===== config.mk =====
export PLATFORM = sky130hd
export DESIGN_NAME = timer_ch0
export DESIGN_NICKNAME = d
export VERILOG_FILES = /design/src/hw/timer_ch0_pkg.sv /design/src/hw/timer_ch_if.sv /design/src/hw/timer_ch_unit.sv /design/src/hw/timer_ch0.sv
export SDC_FILE = /design/constraint.sdc
export NUM_CORES = 1
export LEC_CHECK = 0
export BUFFER_PORTS_ARGS = -buffer_cell sky130_fd_sc_hd__clkbuf_2
export CAP_MARGIN = 20
export CORE_MARGIN = 3
export CORE_UTILIZATION = 50
export CTS_BUF_LIST = sky130_fd_sc_hd__clkbuf_4 sky130_fd_sc_hd__clkbuf_8 sky130_fd_sc_hd__clkbuf_16
export CTS_CLUSTER_SIZE = 25
export DETAILED_ROUTE_END_ITERATION = 6
export MAX_ROUTING_LAYER = met4
export PLACE_DENSITY = 0.67
export SKIP_LAST_GASP = 1
export SYNTH_ARGS = -nofsm -noshare
export SYNTH_HDL_FRONTEND = slang
export SYNTH_SLANG_ARGS = --single-unit

===== constraint.sdc =====
create_clock -name i_clk -period 2.98 [get_ports i_clk]
set_clock_uncertainty 0.15 [all_clocks]
set_input_delay 0.149 -clock i_clk [delete_from_list [all_inputs] [get_ports i_clk]]
set_output_delay 0.149 -clock i_clk [all_outputs]
set_load 0.01 [all_outputs]

===== src/hw/timer_ch0_pkg.sv =====
// package: register map, field layout, mode codes and helpers of timer channel 0
// Operation
// - Selection code 000 keeps the register as output compare but leaves its pin as it is.
// - A-side code 001 drives the A pin low when the counter equals the A general register.
// - A-side code 010 drives the A pin high when the counter equals the A general register.
// - A-side code 011 inverts the A pin at each match of counter and A general register.
// - A-side code 100 captures the counter into the A register on each rising A pin edge.
// - A-side code 101 captures the counter into the A register on each falling A pin edge.
// - A-side codes 11x capture the counter into the A register on both A pin edges.
// - B-side codes 001, 010 and 011 drive the B pin low, high, or toggle it on a B match.
// - B-side codes 100, 101 and 11x capture on rising, falling or both B pin edges.
// - The A match request leaves the block only while the A enable bit is one.
// - The wrap request leaves the block only while the wrap enable bit is one.
// - The wrap flag sets when the counter passes ffff to 0000 or 0000 to ffff.
package timer_ch0_pkg;
  // register offsets on the byte port
  localparam logic [7:0] CTRL_OFS = 8'h60;
  localparam logic [7:0] PFS_OFS = 8'h65;
  localparam logic [7:0] IEN_OFS = 8'h66;
  localparam logic [7:0] STAT_OFS = 8'h67;
  localparam logic [7:0] CNT_HI_OFS = 8'h68;
  localparam logic [7:0] CNT_LO_OFS = 8'h69;
  localparam logic [7:0] A_GR_HI_OFS = 8'h6a;
  localparam logic [7:0] A_GR_LO_OFS = 8'h6b;
  localparam logic [7:0] B_GR_HI_OFS = 8'h6c;
  localparam logic [7:0] B_GR_LO_OFS = 8'h6d;
  // field positions
  localparam int PFS_A_LSB = 0;
  localparam int PFS_B_LSB = 4;
  localparam int BIT_A = 0;
  localparam int BIT_B = 1;
  localparam int BIT_WRAP = 2;
  localparam int CTRL_RUN = 0;
  localparam int CTRL_DOWN = 1;
  // reserved bits that read as one
  localparam logic [7:0] PFS_RSV = 8'h88;
  localparam logic [7:0] FLAG_RSV = 8'hf8;
  // reset values
  localparam logic [2:0] MODE_RESET = 3'h0;
  localparam logic [2:0] FLAG_RESET = 3'h0;
  localparam logic [1:0] CTRL_RESET = 2'h0;
  localparam logic [15:0] CNT_RESET = 16'h0000;
  localparam logic [15:0] GR_RESET = 16'hffff;
  localparam logic [15:0] CNT_TOP = 16'hffff;
  // pin function codes
  localparam logic [2:0] MODE_HOLD = 3'h0;
  localparam logic [2:0] MODE_LOW = 3'h1;
  localparam logic [2:0] MODE_HIGH = 3'h2;
  localparam logic [2:0] MODE_TOGGLE = 3'h3;
  localparam logic [2:0] MODE_RISE = 3'h4;
  localparam logic [2:0] MODE_FALL = 3'h5;

  // capture fires on the edge that the code selects
  function automatic logic cap_hit(input logic [2:0] m, input logic rise, input logic fall);
    return m[2] && (m[1] ? (rise || fall) : (m[0] ? fall : rise));
  endfunction : cap_hit

  // next pin level after a compare match
  function automatic logic pin_after(input logic [2:0] m, input logic cur);
    return (m == MODE_LOW) ? 1'b0 : (m == MODE_HIGH) ? 1'b1 : (m == MODE_TOGGLE) ? ~cur : cur;
  endfunction : pin_after
endpackage : timer_ch0_pkg


===== src/hw/timer_ch_if.sv =====
// interface: control and result signals between the channel core and one pin unit
`timescale 1ns/1ps
interface timer_ch_if;
  logic [2:0] mode;
  logic [15:0] cnt;
  logic cnt_step;
  logic [7:0] wdata;
  logic wr_hi;
  logic wr_lo;
  logic [15:0] gr;
  logic hit;
  logic rise;
  logic fall;
  modport ctl (output mode, cnt, cnt_step, wdata, wr_hi, wr_lo, input gr, hit, rise, fall);
  modport chan (input mode, cnt, cnt_step, wdata, wr_hi, wr_lo, output gr, hit, rise, fall);
endinterface : timer_ch_if


===== src/hw/timer_ch_unit.sv =====
// module: one general register with its pin, compare output and input capture
`timescale 1ns/1ps
module timer_ch_unit (
  input wire logic i_clk,
  input wire logic i_rst_n,
  input wire logic i_pin,
  output logic o_pin,
  output logic o_pin_oe,
  timer_ch_if.chan bus
);
  logic sync1_ff;
  logic sync2_ff;
  logic sync3_ff;
  logic level_ff;
  logic [15:0] gr_ff;
  logic pin_ff;
  logic oe_ff;
  logic stable;
  logic match;
  logic cap;

  ////////////////////////////////////////////////////////////////////////////////
  // pin input: three flops, a change counts once the last two agree
  always_ff @(posedge i_clk or negedge i_rst_n)
  begin
    if (!i_rst_n)
    begin
      sync1_ff <= 1'b0;
      sync2_ff <= 1'b0;
      sync3_ff <= 1'b0;
      level_ff <= 1'b0;
    end
    else
    begin
      sync1_ff <= i_pin;
      sync2_ff <= sync1_ff;
      sync3_ff <= sync2_ff;
      level_ff <= stable ? sync3_ff : level_ff;
    end
  end

  // edge pulses from the filtered level
  assign stable = (sync2_ff == sync3_ff);
  assign bus.rise = stable && sync3_ff && !level_ff;
  assign bus.fall = stable && !sync3_ff && level_ff;

  ////////////////////////////////////////////////////////////////////////////////
  // compare match only in output modes, capture on the selected edge
  assign match = bus.cnt_step && (bus.cnt == gr_ff) && !bus.mode[2];
  assign cap = timer_ch0_pkg::cap_hit(bus.mode, bus.rise, bus.fall);
  assign bus.hit = match || cap;
  assign bus.gr = gr_ff;
  assign o_pin = pin_ff;
  assign o_pin_oe = oe_ff;

  // general register: capture wins over a software byte write
  always_ff @(posedge i_clk or negedge i_rst_n)
  begin
    if (!i_rst_n)
      gr_ff <= timer_ch0_pkg::GR_RESET;
    else if (cap)
      gr_ff <= bus.cnt;
    else if (bus.wr_hi)
      gr_ff <= {bus.wdata, gr_ff[7:0]};
    else if (bus.wr_lo)
      gr_ff <= {gr_ff[15:8], bus.wdata};
  end

  // pin output: low, high, toggle or left alone on a match
  always_ff @(posedge i_clk or negedge i_rst_n)
  begin
    if (!i_rst_n)
    begin
      pin_ff <= 1'b0;
      oe_ff <= 1'b0;
    end
    else
    begin
      oe_ff <= !bus.mode[2] && (bus.mode != timer_ch0_pkg::MODE_HOLD);
      if (match)
        pin_ff <= timer_ch0_pkg::pin_after(bus.mode, pin_ff);
    end
  end
endmodule : timer_ch_unit


===== src/hw/timer_ch0.sv =====
// module: timer channel 0 with pin function select, flags and interrupt enables
`timescale 1ns/1ps
module timer_ch0 #(
  parameter int TICK_DIV = 1
) (
  input wire logic i_clk,
  input wire logic i_rst_n,
  input wire logic [7:0] i_addr,
  input wire logic [7:0] i_wdata,
  input wire logic i_wr,
  input wire logic i_rd,
  output logic [7:0] o_rdata,
  input wire logic i_a_pin,
  output logic o_a_pin,
  output logic o_a_pin_oe,
  input wire logic i_b_pin,
  output logic o_b_pin,
  output logic o_b_pin_oe,
  output logic o_a_match_irq,
  output logic o_b_match_irq,
  output logic o_wrap_irq,
  output logic o_irq
);
  localparam int DIV_W = $clog2(TICK_DIV) + 1;

  logic [DIV_W-1:0] div_ff;
  logic [1:0] ctrl_ff;
  logic [2:0] a_mode_ff;
  logic [2:0] b_mode_ff;
  logic [2:0] ien_ff;
  logic [2:0] stat_ff;
  logic [2:0] arm_ff;
  logic [15:0] cnt_ff;
  logic step_ff;
  logic [7:0] rdata_ff;
  logic a_irq_ff;
  logic b_irq_ff;
  logic wrap_irq_ff;
  logic irq_ff;

  logic tick;
  logic count;
  logic wrap;
  logic [DIV_W-1:0] nxt_div;
  logic [15:0] nxt_cnt;
  logic [2:0] nxt_stat;
  logic [2:0] nxt_arm;
  logic [2:0] set_flags;
  logic [2:0] clr_flags;
  logic [2:0] req;
  logic wr_ctrl;
  logic wr_pfs;
  logic wr_ien;
  logic wr_stat;
  logic rd_stat;
  logic wr_cnt_hi;
  logic wr_cnt_lo;
  logic [7:0] rd_mux;

  timer_ch_if a_if ();
  timer_ch_if b_if ();

  ////////////////////////////////////////////////////////////////////////////////
  // pin units for the A and B general registers
  timer_ch_unit u_a (
    .i_clk(i_clk),
    .i_rst_n(i_rst_n),
    .i_pin(i_a_pin),
    .o_pin(o_a_pin),
    .o_pin_oe(o_a_pin_oe),
    .bus(a_if.chan)
  );

  timer_ch_unit u_b (
    .i_clk(i_clk),
    .i_rst_n(i_rst_n),
    .i_pin(i_b_pin),
    .o_pin(o_b_pin),
    .o_pin_oe(o_b_pin_oe),
    .bus(b_if.chan)
  );

  // shared drive of both units
  assign a_if.mode = a_mode_ff;
  assign a_if.cnt = cnt_ff;
  assign a_if.cnt_step = step_ff;
  assign a_if.wdata = i_wdata;
  assign a_if.wr_hi = i_wr && (i_addr == timer_ch0_pkg::A_GR_HI_OFS);
  assign a_if.wr_lo = i_wr && (i_addr == timer_ch0_pkg::A_GR_LO_OFS);
  assign b_if.mode = b_mode_ff;
  assign b_if.cnt = cnt_ff;
  assign b_if.cnt_step = step_ff;
  assign b_if.wdata = i_wdata;
  assign b_if.wr_hi = i_wr && (i_addr == timer_ch0_pkg::B_GR_HI_OFS);
  assign b_if.wr_lo = i_wr && (i_addr == timer_ch0_pkg::B_GR_LO_OFS);

  ////////////////////////////////////////////////////////////////////////////////
  // register port decode
  assign wr_ctrl = i_wr && (i_addr == timer_ch0_pkg::CTRL_OFS);
  assign wr_pfs = i_wr && (i_addr == timer_ch0_pkg::PFS_OFS);
  assign wr_ien = i_wr && (i_addr == timer_ch0_pkg::IEN_OFS);
  assign wr_stat = i_wr && (i_addr == timer_ch0_pkg::STAT_OFS);
  assign rd_stat = i_rd && (i_addr == timer_ch0_pkg::STAT_OFS);
  assign wr_cnt_hi = i_wr && (i_addr == timer_ch0_pkg::CNT_HI_OFS);
  assign wr_cnt_lo = i_wr && (i_addr == timer_ch0_pkg::CNT_LO_OFS);

  // read selection, unmapped offsets read zero
  assign rd_mux =
    (i_addr == timer_ch0_pkg::CTRL_OFS) ? {6'h00, ctrl_ff} :
    (i_addr == timer_ch0_pkg::PFS_OFS) ?
      (timer_ch0_pkg::PFS_RSV | {1'b0, b_mode_ff, 1'b0, a_mode_ff}) :
    (i_addr == timer_ch0_pkg::IEN_OFS) ? (timer_ch0_pkg::FLAG_RSV | {5'h00, ien_ff}) :
    (i_addr == timer_ch0_pkg::STAT_OFS) ? (timer_ch0_pkg::FLAG_RSV | {5'h00, stat_ff}) :
    (i_addr == timer_ch0_pkg::CNT_HI_OFS) ? cnt_ff[15:8] :
    (i_addr == timer_ch0_pkg::CNT_LO_OFS) ? cnt_ff[7:0] :
    (i_addr == timer_ch0_pkg::A_GR_HI_OFS) ? a_if.gr[15:8] :
    (i_addr == timer_ch0_pkg::A_GR_LO_OFS) ? a_if.gr[7:0] :
    (i_addr == timer_ch0_pkg::B_GR_HI_OFS) ? b_if.gr[15:8] :
    (i_addr == timer_ch0_pkg::B_GR_LO_OFS) ? b_if.gr[7:0] : 8'h00;

  // read data stands in the cycle after the strobe only
  always_ff @(posedge i_clk or negedge i_rst_n)
  begin
    if (!i_rst_n)
      rdata_ff <= 8'h00;
    else
      rdata_ff <= i_rd ? rd_mux : 8'h00;
  end
  assign o_rdata = rdata_ff;

  // control, pin function and enable registers
  always_ff @(posedge i_clk or negedge i_rst_n)
  begin
    if (!i_rst_n)
    begin
      ctrl_ff <= timer_ch0_pkg::CTRL_RESET;
      a_mode_ff <= timer_ch0_pkg::MODE_RESET;
      b_mode_ff <= timer_ch0_pkg::MODE_RESET;
      ien_ff <= timer_ch0_pkg::FLAG_RESET;
    end
    else
    begin
      if (wr_ctrl)
        ctrl_ff <= i_wdata[1:0];
      if (wr_pfs)
      begin
        a_mode_ff <= i_wdata[timer_ch0_pkg::PFS_A_LSB +: 3];
        b_mode_ff <= i_wdata[timer_ch0_pkg::PFS_B_LSB +: 3];
      end
      if (wr_ien)
        ien_ff <= i_wdata[2:0];
    end
  end

  ////////////////////////////////////////////////////////////////////////////////
  // count rate divider, one-cycle tick
  assign tick = (div_ff == DIV_W'(TICK_DIV - 1));
  assign nxt_div = tick ? '0 : div_ff + DIV_W'(1);
  assign count = tick && ctrl_ff[timer_ch0_pkg::CTRL_RUN];

  // up or down count, wrap at either end
  assign wrap = count && (ctrl_ff[timer_ch0_pkg::CTRL_DOWN] ? (cnt_ff == timer_ch0_pkg::CNT_RESET)
                                                            : (cnt_ff == timer_ch0_pkg::CNT_TOP));
  assign nxt_cnt = wr_cnt_hi ? {i_wdata, cnt_ff[7:0]} :
                   wr_cnt_lo ? {cnt_ff[15:8], i_wdata} :
                   !count ? cnt_ff :
                   ctrl_ff[timer_ch0_pkg::CTRL_DOWN] ? cnt_ff - 16'h0001 : cnt_ff + 16'h0001;

  always_ff @(posedge i_clk or negedge i_rst_n)
  begin
    if (!i_rst_n)
    begin
      div_ff <= '0;
      cnt_ff <= timer_ch0_pkg::CNT_RESET;
      step_ff <= 1'b0;
    end
    else
    begin
      div_ff <= nxt_div;
      cnt_ff <= nxt_cnt;
      step_ff <= count;
    end
  end

  ////////////////////////////////////////////////////////////////////////////////
  // flags: set by hardware, cleared by a zero written after reading a one
  assign set_flags = {wrap, b_if.hit, a_if.hit};
  assign clr_flags = wr_stat ? (arm_ff & ~i_wdata[2:0]) : 3'h0;
  assign nxt_stat = (stat_ff & ~clr_flags) | set_flags;
  assign nxt_arm = rd_stat ? (arm_ff | stat_ff) : wr_stat ? 3'h0 : arm_ff & stat_ff;

  always_ff @(posedge i_clk or negedge i_rst_n)
  begin
    if (!i_rst_n)
    begin
      stat_ff <= timer_ch0_pkg::FLAG_RESET;
      arm_ff <= timer_ch0_pkg::FLAG_RESET;
    end
    else
    begin
      stat_ff <= nxt_stat;
      arm_ff <= nxt_arm;
    end
  end

  // requests: flag AND enable, each held while both stay set
  assign req = stat_ff & ien_ff;

  always_ff @(posedge i_clk or negedge i_rst_n)
  begin
    if (!i_rst_n)
    begin
      a_irq_ff <= 1'b0;
      b_irq_ff <= 1'b0;
      wrap_irq_ff <= 1'b0;
      irq_ff <= 1'b0;
    end
    else
    begin
      a_irq_ff <= req[timer_ch0_pkg::BIT_A];
      b_irq_ff <= req[timer_ch0_pkg::BIT_B];
      wrap_irq_ff <= req[timer_ch0_pkg::BIT_WRAP];
      irq_ff <= |req;
    end
  end
  assign o_a_match_irq = a_irq_ff;
  assign o_b_match_irq = b_irq_ff;
  assign o_wrap_irq = wrap_irq_ff;
  assign o_irq = irq_ff;
endmodule : timer_ch0


==> out/qor_table.md <==
| Quantity | Value | Unit |
| --- | --- | --- |
| TritonCTS Sinks | 90 | - |
| Power density relative to cell area | 669 | nW/um^2 |
| Xor and xnor fraction of the mapped netlist area | 7.27 | % |
| Endpoint required time on the critical path | 3.04 | ns |
| Via count of the first global-routing pass | 4,734 | - |
| Area overhead of the layout relative to synthesis | 11.8 | % |
| Buffers inserted during post-CTS setup optimization | 0 | - |
| TritonCTS clock tree | built | - |
| HPWL after detailed placement | 11,200 | microns |
| Routed Antenna Nets | 0 | - |
| Via density per instance | 6.10 | - |
| Number of placed I/O pins | 38 | - |
| Maximum clock frequency | 364 | MHz |
| Compound-Gate Fraction of Synth Area | 16.4 | % |
| RSZ-0062 raised after global routing | no | - |
| Gr ovfl total | 0 | - |
| Post-route minimum period | 2.74 | ns |
| Proportion of layout cells with a drive suffix above 1 | 20.5 | % |
| Number of distinct library cells after synthesis | 63 | - |
| Largest net degree at the start of global routing | 86 | - |
| Number of H-tree levels | 3 | - |
| Clock Path Buffers | 2 | - |
| Final number of max-transition violations | 0 | - |
| Cell count after synthesis | 612 | - |
| Iter 0 DRT Violations | 524 | - |
| Layout Nets | 676 | - |
| Die extent in x | 112 | microns |
| Overall routing resource usage | 26.3 | % |
| Slew at the pin with the worst max-slew slack | 0.664 | ns |
| Count of unresolved DRC violations after routing | 0 | - |
| Clock latency on the worst-skew pair | 0.35 | ns |
| Reg clk slew, reported paths | 0.07 | ns |
| Area inside the core boundary | 10,900 | sq um |
| Outcome | finished clean | - |
| Hold Violations, Final | 0 | - |
| Initial standard-cell utilization of the core | 51.8 | % |
| Number of enable flip-flop cells after synthesis | 0 | - |
| Global placer's final weighted congestion | 0.978 | - |
| Fraction of synthesis flops using an asynchronous set or reset pin | 100 | % |
| Post-synth net total | 653 | - |
| Count of maximum capacitance violations | 0 | - |
| Clock root buffer | sky130_fd_sc_hd__clkbuf_16 | - |
| Mapped cell area | 5660 | sq um |
| Std cell rows | 38 | - |
| Mux contribution to synthesized area | 9.75 | % |
| Final-report setup violation count | 0 | - |
| Most frequent cells in the layout | sky130_fd_sc_hd__nand2_1 (72), sky130_fd_sc_hd__dfrtp_1 (58), sky130_fd_sc_hd__o21ai_0 (39) | - |
| Adder-cell share of the synthesized area | 4.33 | % |
| Portion of the post-synthesis area used by sequential elements | 40.5 | % |
| Fill count | 956 | - |
| First-pass GRT wire length | 25,200 | microns |
| Critical path arrival | 2.81 | ns |
| Vertical extent of the die | 112 | microns |
| Path type of the worst setup path | flop to flop | - |
| I/O Buffers | 37 | - |
| Sum of internal, switching and leakage power | 4.24 | mW |
| Critical-path maximum fanout | 9 | - |
| Via count | 4,755 | - |
| Worst vdd rail ir drop | 483 | uV |
| Setup TNS | 0 | ns |
| Main combinational cell family by area after synthesis | simple AND/OR/NAND/NOR gates | - |
| #FFs+latches synth | 90 | - |
| Inserted Clock Buffers | 9 | - |
| Synth Warn # | 0 | - |
| Number of antenna violations at the first check in global routing | 0 | - |
| Slew Limit Headroom | 55.7 | % |
| Reported leakage power | 2.96 | nW |
| Synthesized-area fraction occupied by and/or/nand/nor cells | 17.0 | % |
| Leading cell type in the layout, fill and taps excluded | sky130_fd_sc_hd__nand2_1 | - |
| Final period util | 92.1 | % |
| Synthesized area per cell | 9.25 | sq um |
| Number of search-and-repair iterations in the first detailed-routing pass | 7 | - |
| Aggregate routed wire length | 15,700 | microns |
| Capturing element type of the critical path | flop | - |
| Startpoint type of the worst setup path | flop | - |
| N_diodes | 0 | - |
| WL/cell | 20.1 | microns |
| Hold/Removal Path Class | input port to flop | - |
| Die ar. | 12,600 | sq um |
| Synth Flop Type | sky130_fd_sc_hd__dfrtp_1 | - |
[power breakdown]
part	switching [mW]	internal (mW)
registers	0.332	1.55
clock network	0.482	0.752
logic	0.608	0.518
total	1.42	2.82
[kinds of logic (layout without fill, tap and decap cells)]
group / after synthesis / in the layout
and+or+nand+nor: 197 / 197
xor gates and xnor gates: 47 / 47
buffers and inverters: 67 / 95
muxes: 51 / 51
DFF: 90 / 90
AOI/OAI and AO/OA: 141 / 141
adders and majority gates: 19 / 19
[metrics by stage]
step           util (%)  hold slack, ns  cells  setup WS, ns  area (sq um)
6_report           57.9          0.0154    780         0.236          6330
5_1_grt            57.9          0.0282    780        0.0502          6330
3_5_place_dp       54.3           0.114    758         0.280          5930
2_1_floorplan         -          -0.297    612         0.377          5660
4_1_cts            57.6         0.00395    779         0.256          6300
3_3_place_gp       54.3           0.110    758         0.444          5930
[per-layer routing]
metal	vias up	global-route usage [%]	part of all wire, %
li1	2215	-	-
met1	2273	32.6	41
met2	221	41.8	48
met3	46	6.20	7.9
met4	0	10.3	3.2
met5	-	-	0
[final timing paths]
path	from	endpoint	slack (ns)	cells past startpoint
hold / removal	i_wdata[7]	u_a.bus.gr[7]	0.02	3
setup / recovery	ctrl_ff[1]	a_if.cnt[14]	0.24	9
max in group asynchronous	i_rst_n	u_b.bus.gr[5]	1.72	4
setup reg to reg	ctrl_ff[1]	a_if.cnt[14]	0.24	9
min in group asynchronous	i_rst_n	ien_ff[1]	0.11	2
hold reg to reg	u_a.sync1_ff	u_a.sync2_ff	0.22	0
[area by class of cell]
type / count / area [sq um] / share of cell area (%)
clock buffers: 11 / 240 / 3.79
clock inverters: 5 / 78.8 / 1.25
inverters: 23 / 86.3 / 1.36
multi-input cells: 455 / 3100 / 48.9
flip-flops and latches: 90 / 2290 / 36.2
well taps: 140 / 175 / 2.77
repair buffers: 56 / 363 / 5.73
[timing repair]
item	CTS	global route
gates resized for setup	0	0
endpoints found under the setup margin	0	0
hold endpoints to repair	64	0
hold buffers	5	0
[worst max-delay path, stage by stage (launching register included)]
cell,delay [ns]
sky130_fd_sc_hd__dfrtp_1,0.51
sky130_fd_sc_hd__ha_1,0.43
sky130_fd_sc_hd__a21oi_2,0.19
sky130_fd_sc_hd__nor2b_1,0.09
sky130_fd_sc_hd__a211oi_2,0.31
sky130_fd_sc_hd__a21oi_2,0.13
sky130_fd_sc_hd__a41o_1,0.29
sky130_fd_sc_hd__o221a_1,0.25
sky130_fd_sc_hd__o21ai_1,0.14
sky130_fd_sc_hd__o311ai_1,0.12
[cells in the mapped netlist, drive strengths merged, types with 2 or more instances]
master	count	area, sq um
inv	23	86.3
nor4	6	37.5
xnor2	25	219
o221a	2	22.5
mux2i	36	360
o31ai	2	15.0
dfstp	32	841
o211ai	6	50.1
nor3b	2	20.0
buf	15	77.6
mux4	2	45.0
a31oi	3	18.8
nand3	14	70.1
a21o	3	23.8
nand2b	10	62.6
nor2	37	141
a21oi	26	145
nor2b	4	25.0
dfrtp	58	1450
a222oi	11	110
nand4	12	81.3
a221oi	2	17.5
ha	18	225
nand3b	2	15.0
mux2	13	146
xor2	22	193
o22ai	10	68.8
nand2	73	277
nor4b	2	17.5
a22oi	4	30.0
o21ai	61	309
a211oi	3	27.5
clkbuf	29	109
and2	9	56.3
and3	7	43.8
nor3	15	75.1
[state kept, by name, indices dropped and copies added (netlist names), 2 cells and up]
signal,count
a_if.cnt,16
u_a.bus.gr,16
u_b.bus.gr,16
o_rdata,8
a_if.mode,3
arm_ff,3
b_if.mode,3
ien_ff,3
stat_ff,3
ctrl_ff,2
(Power assumes the default switching activity.)
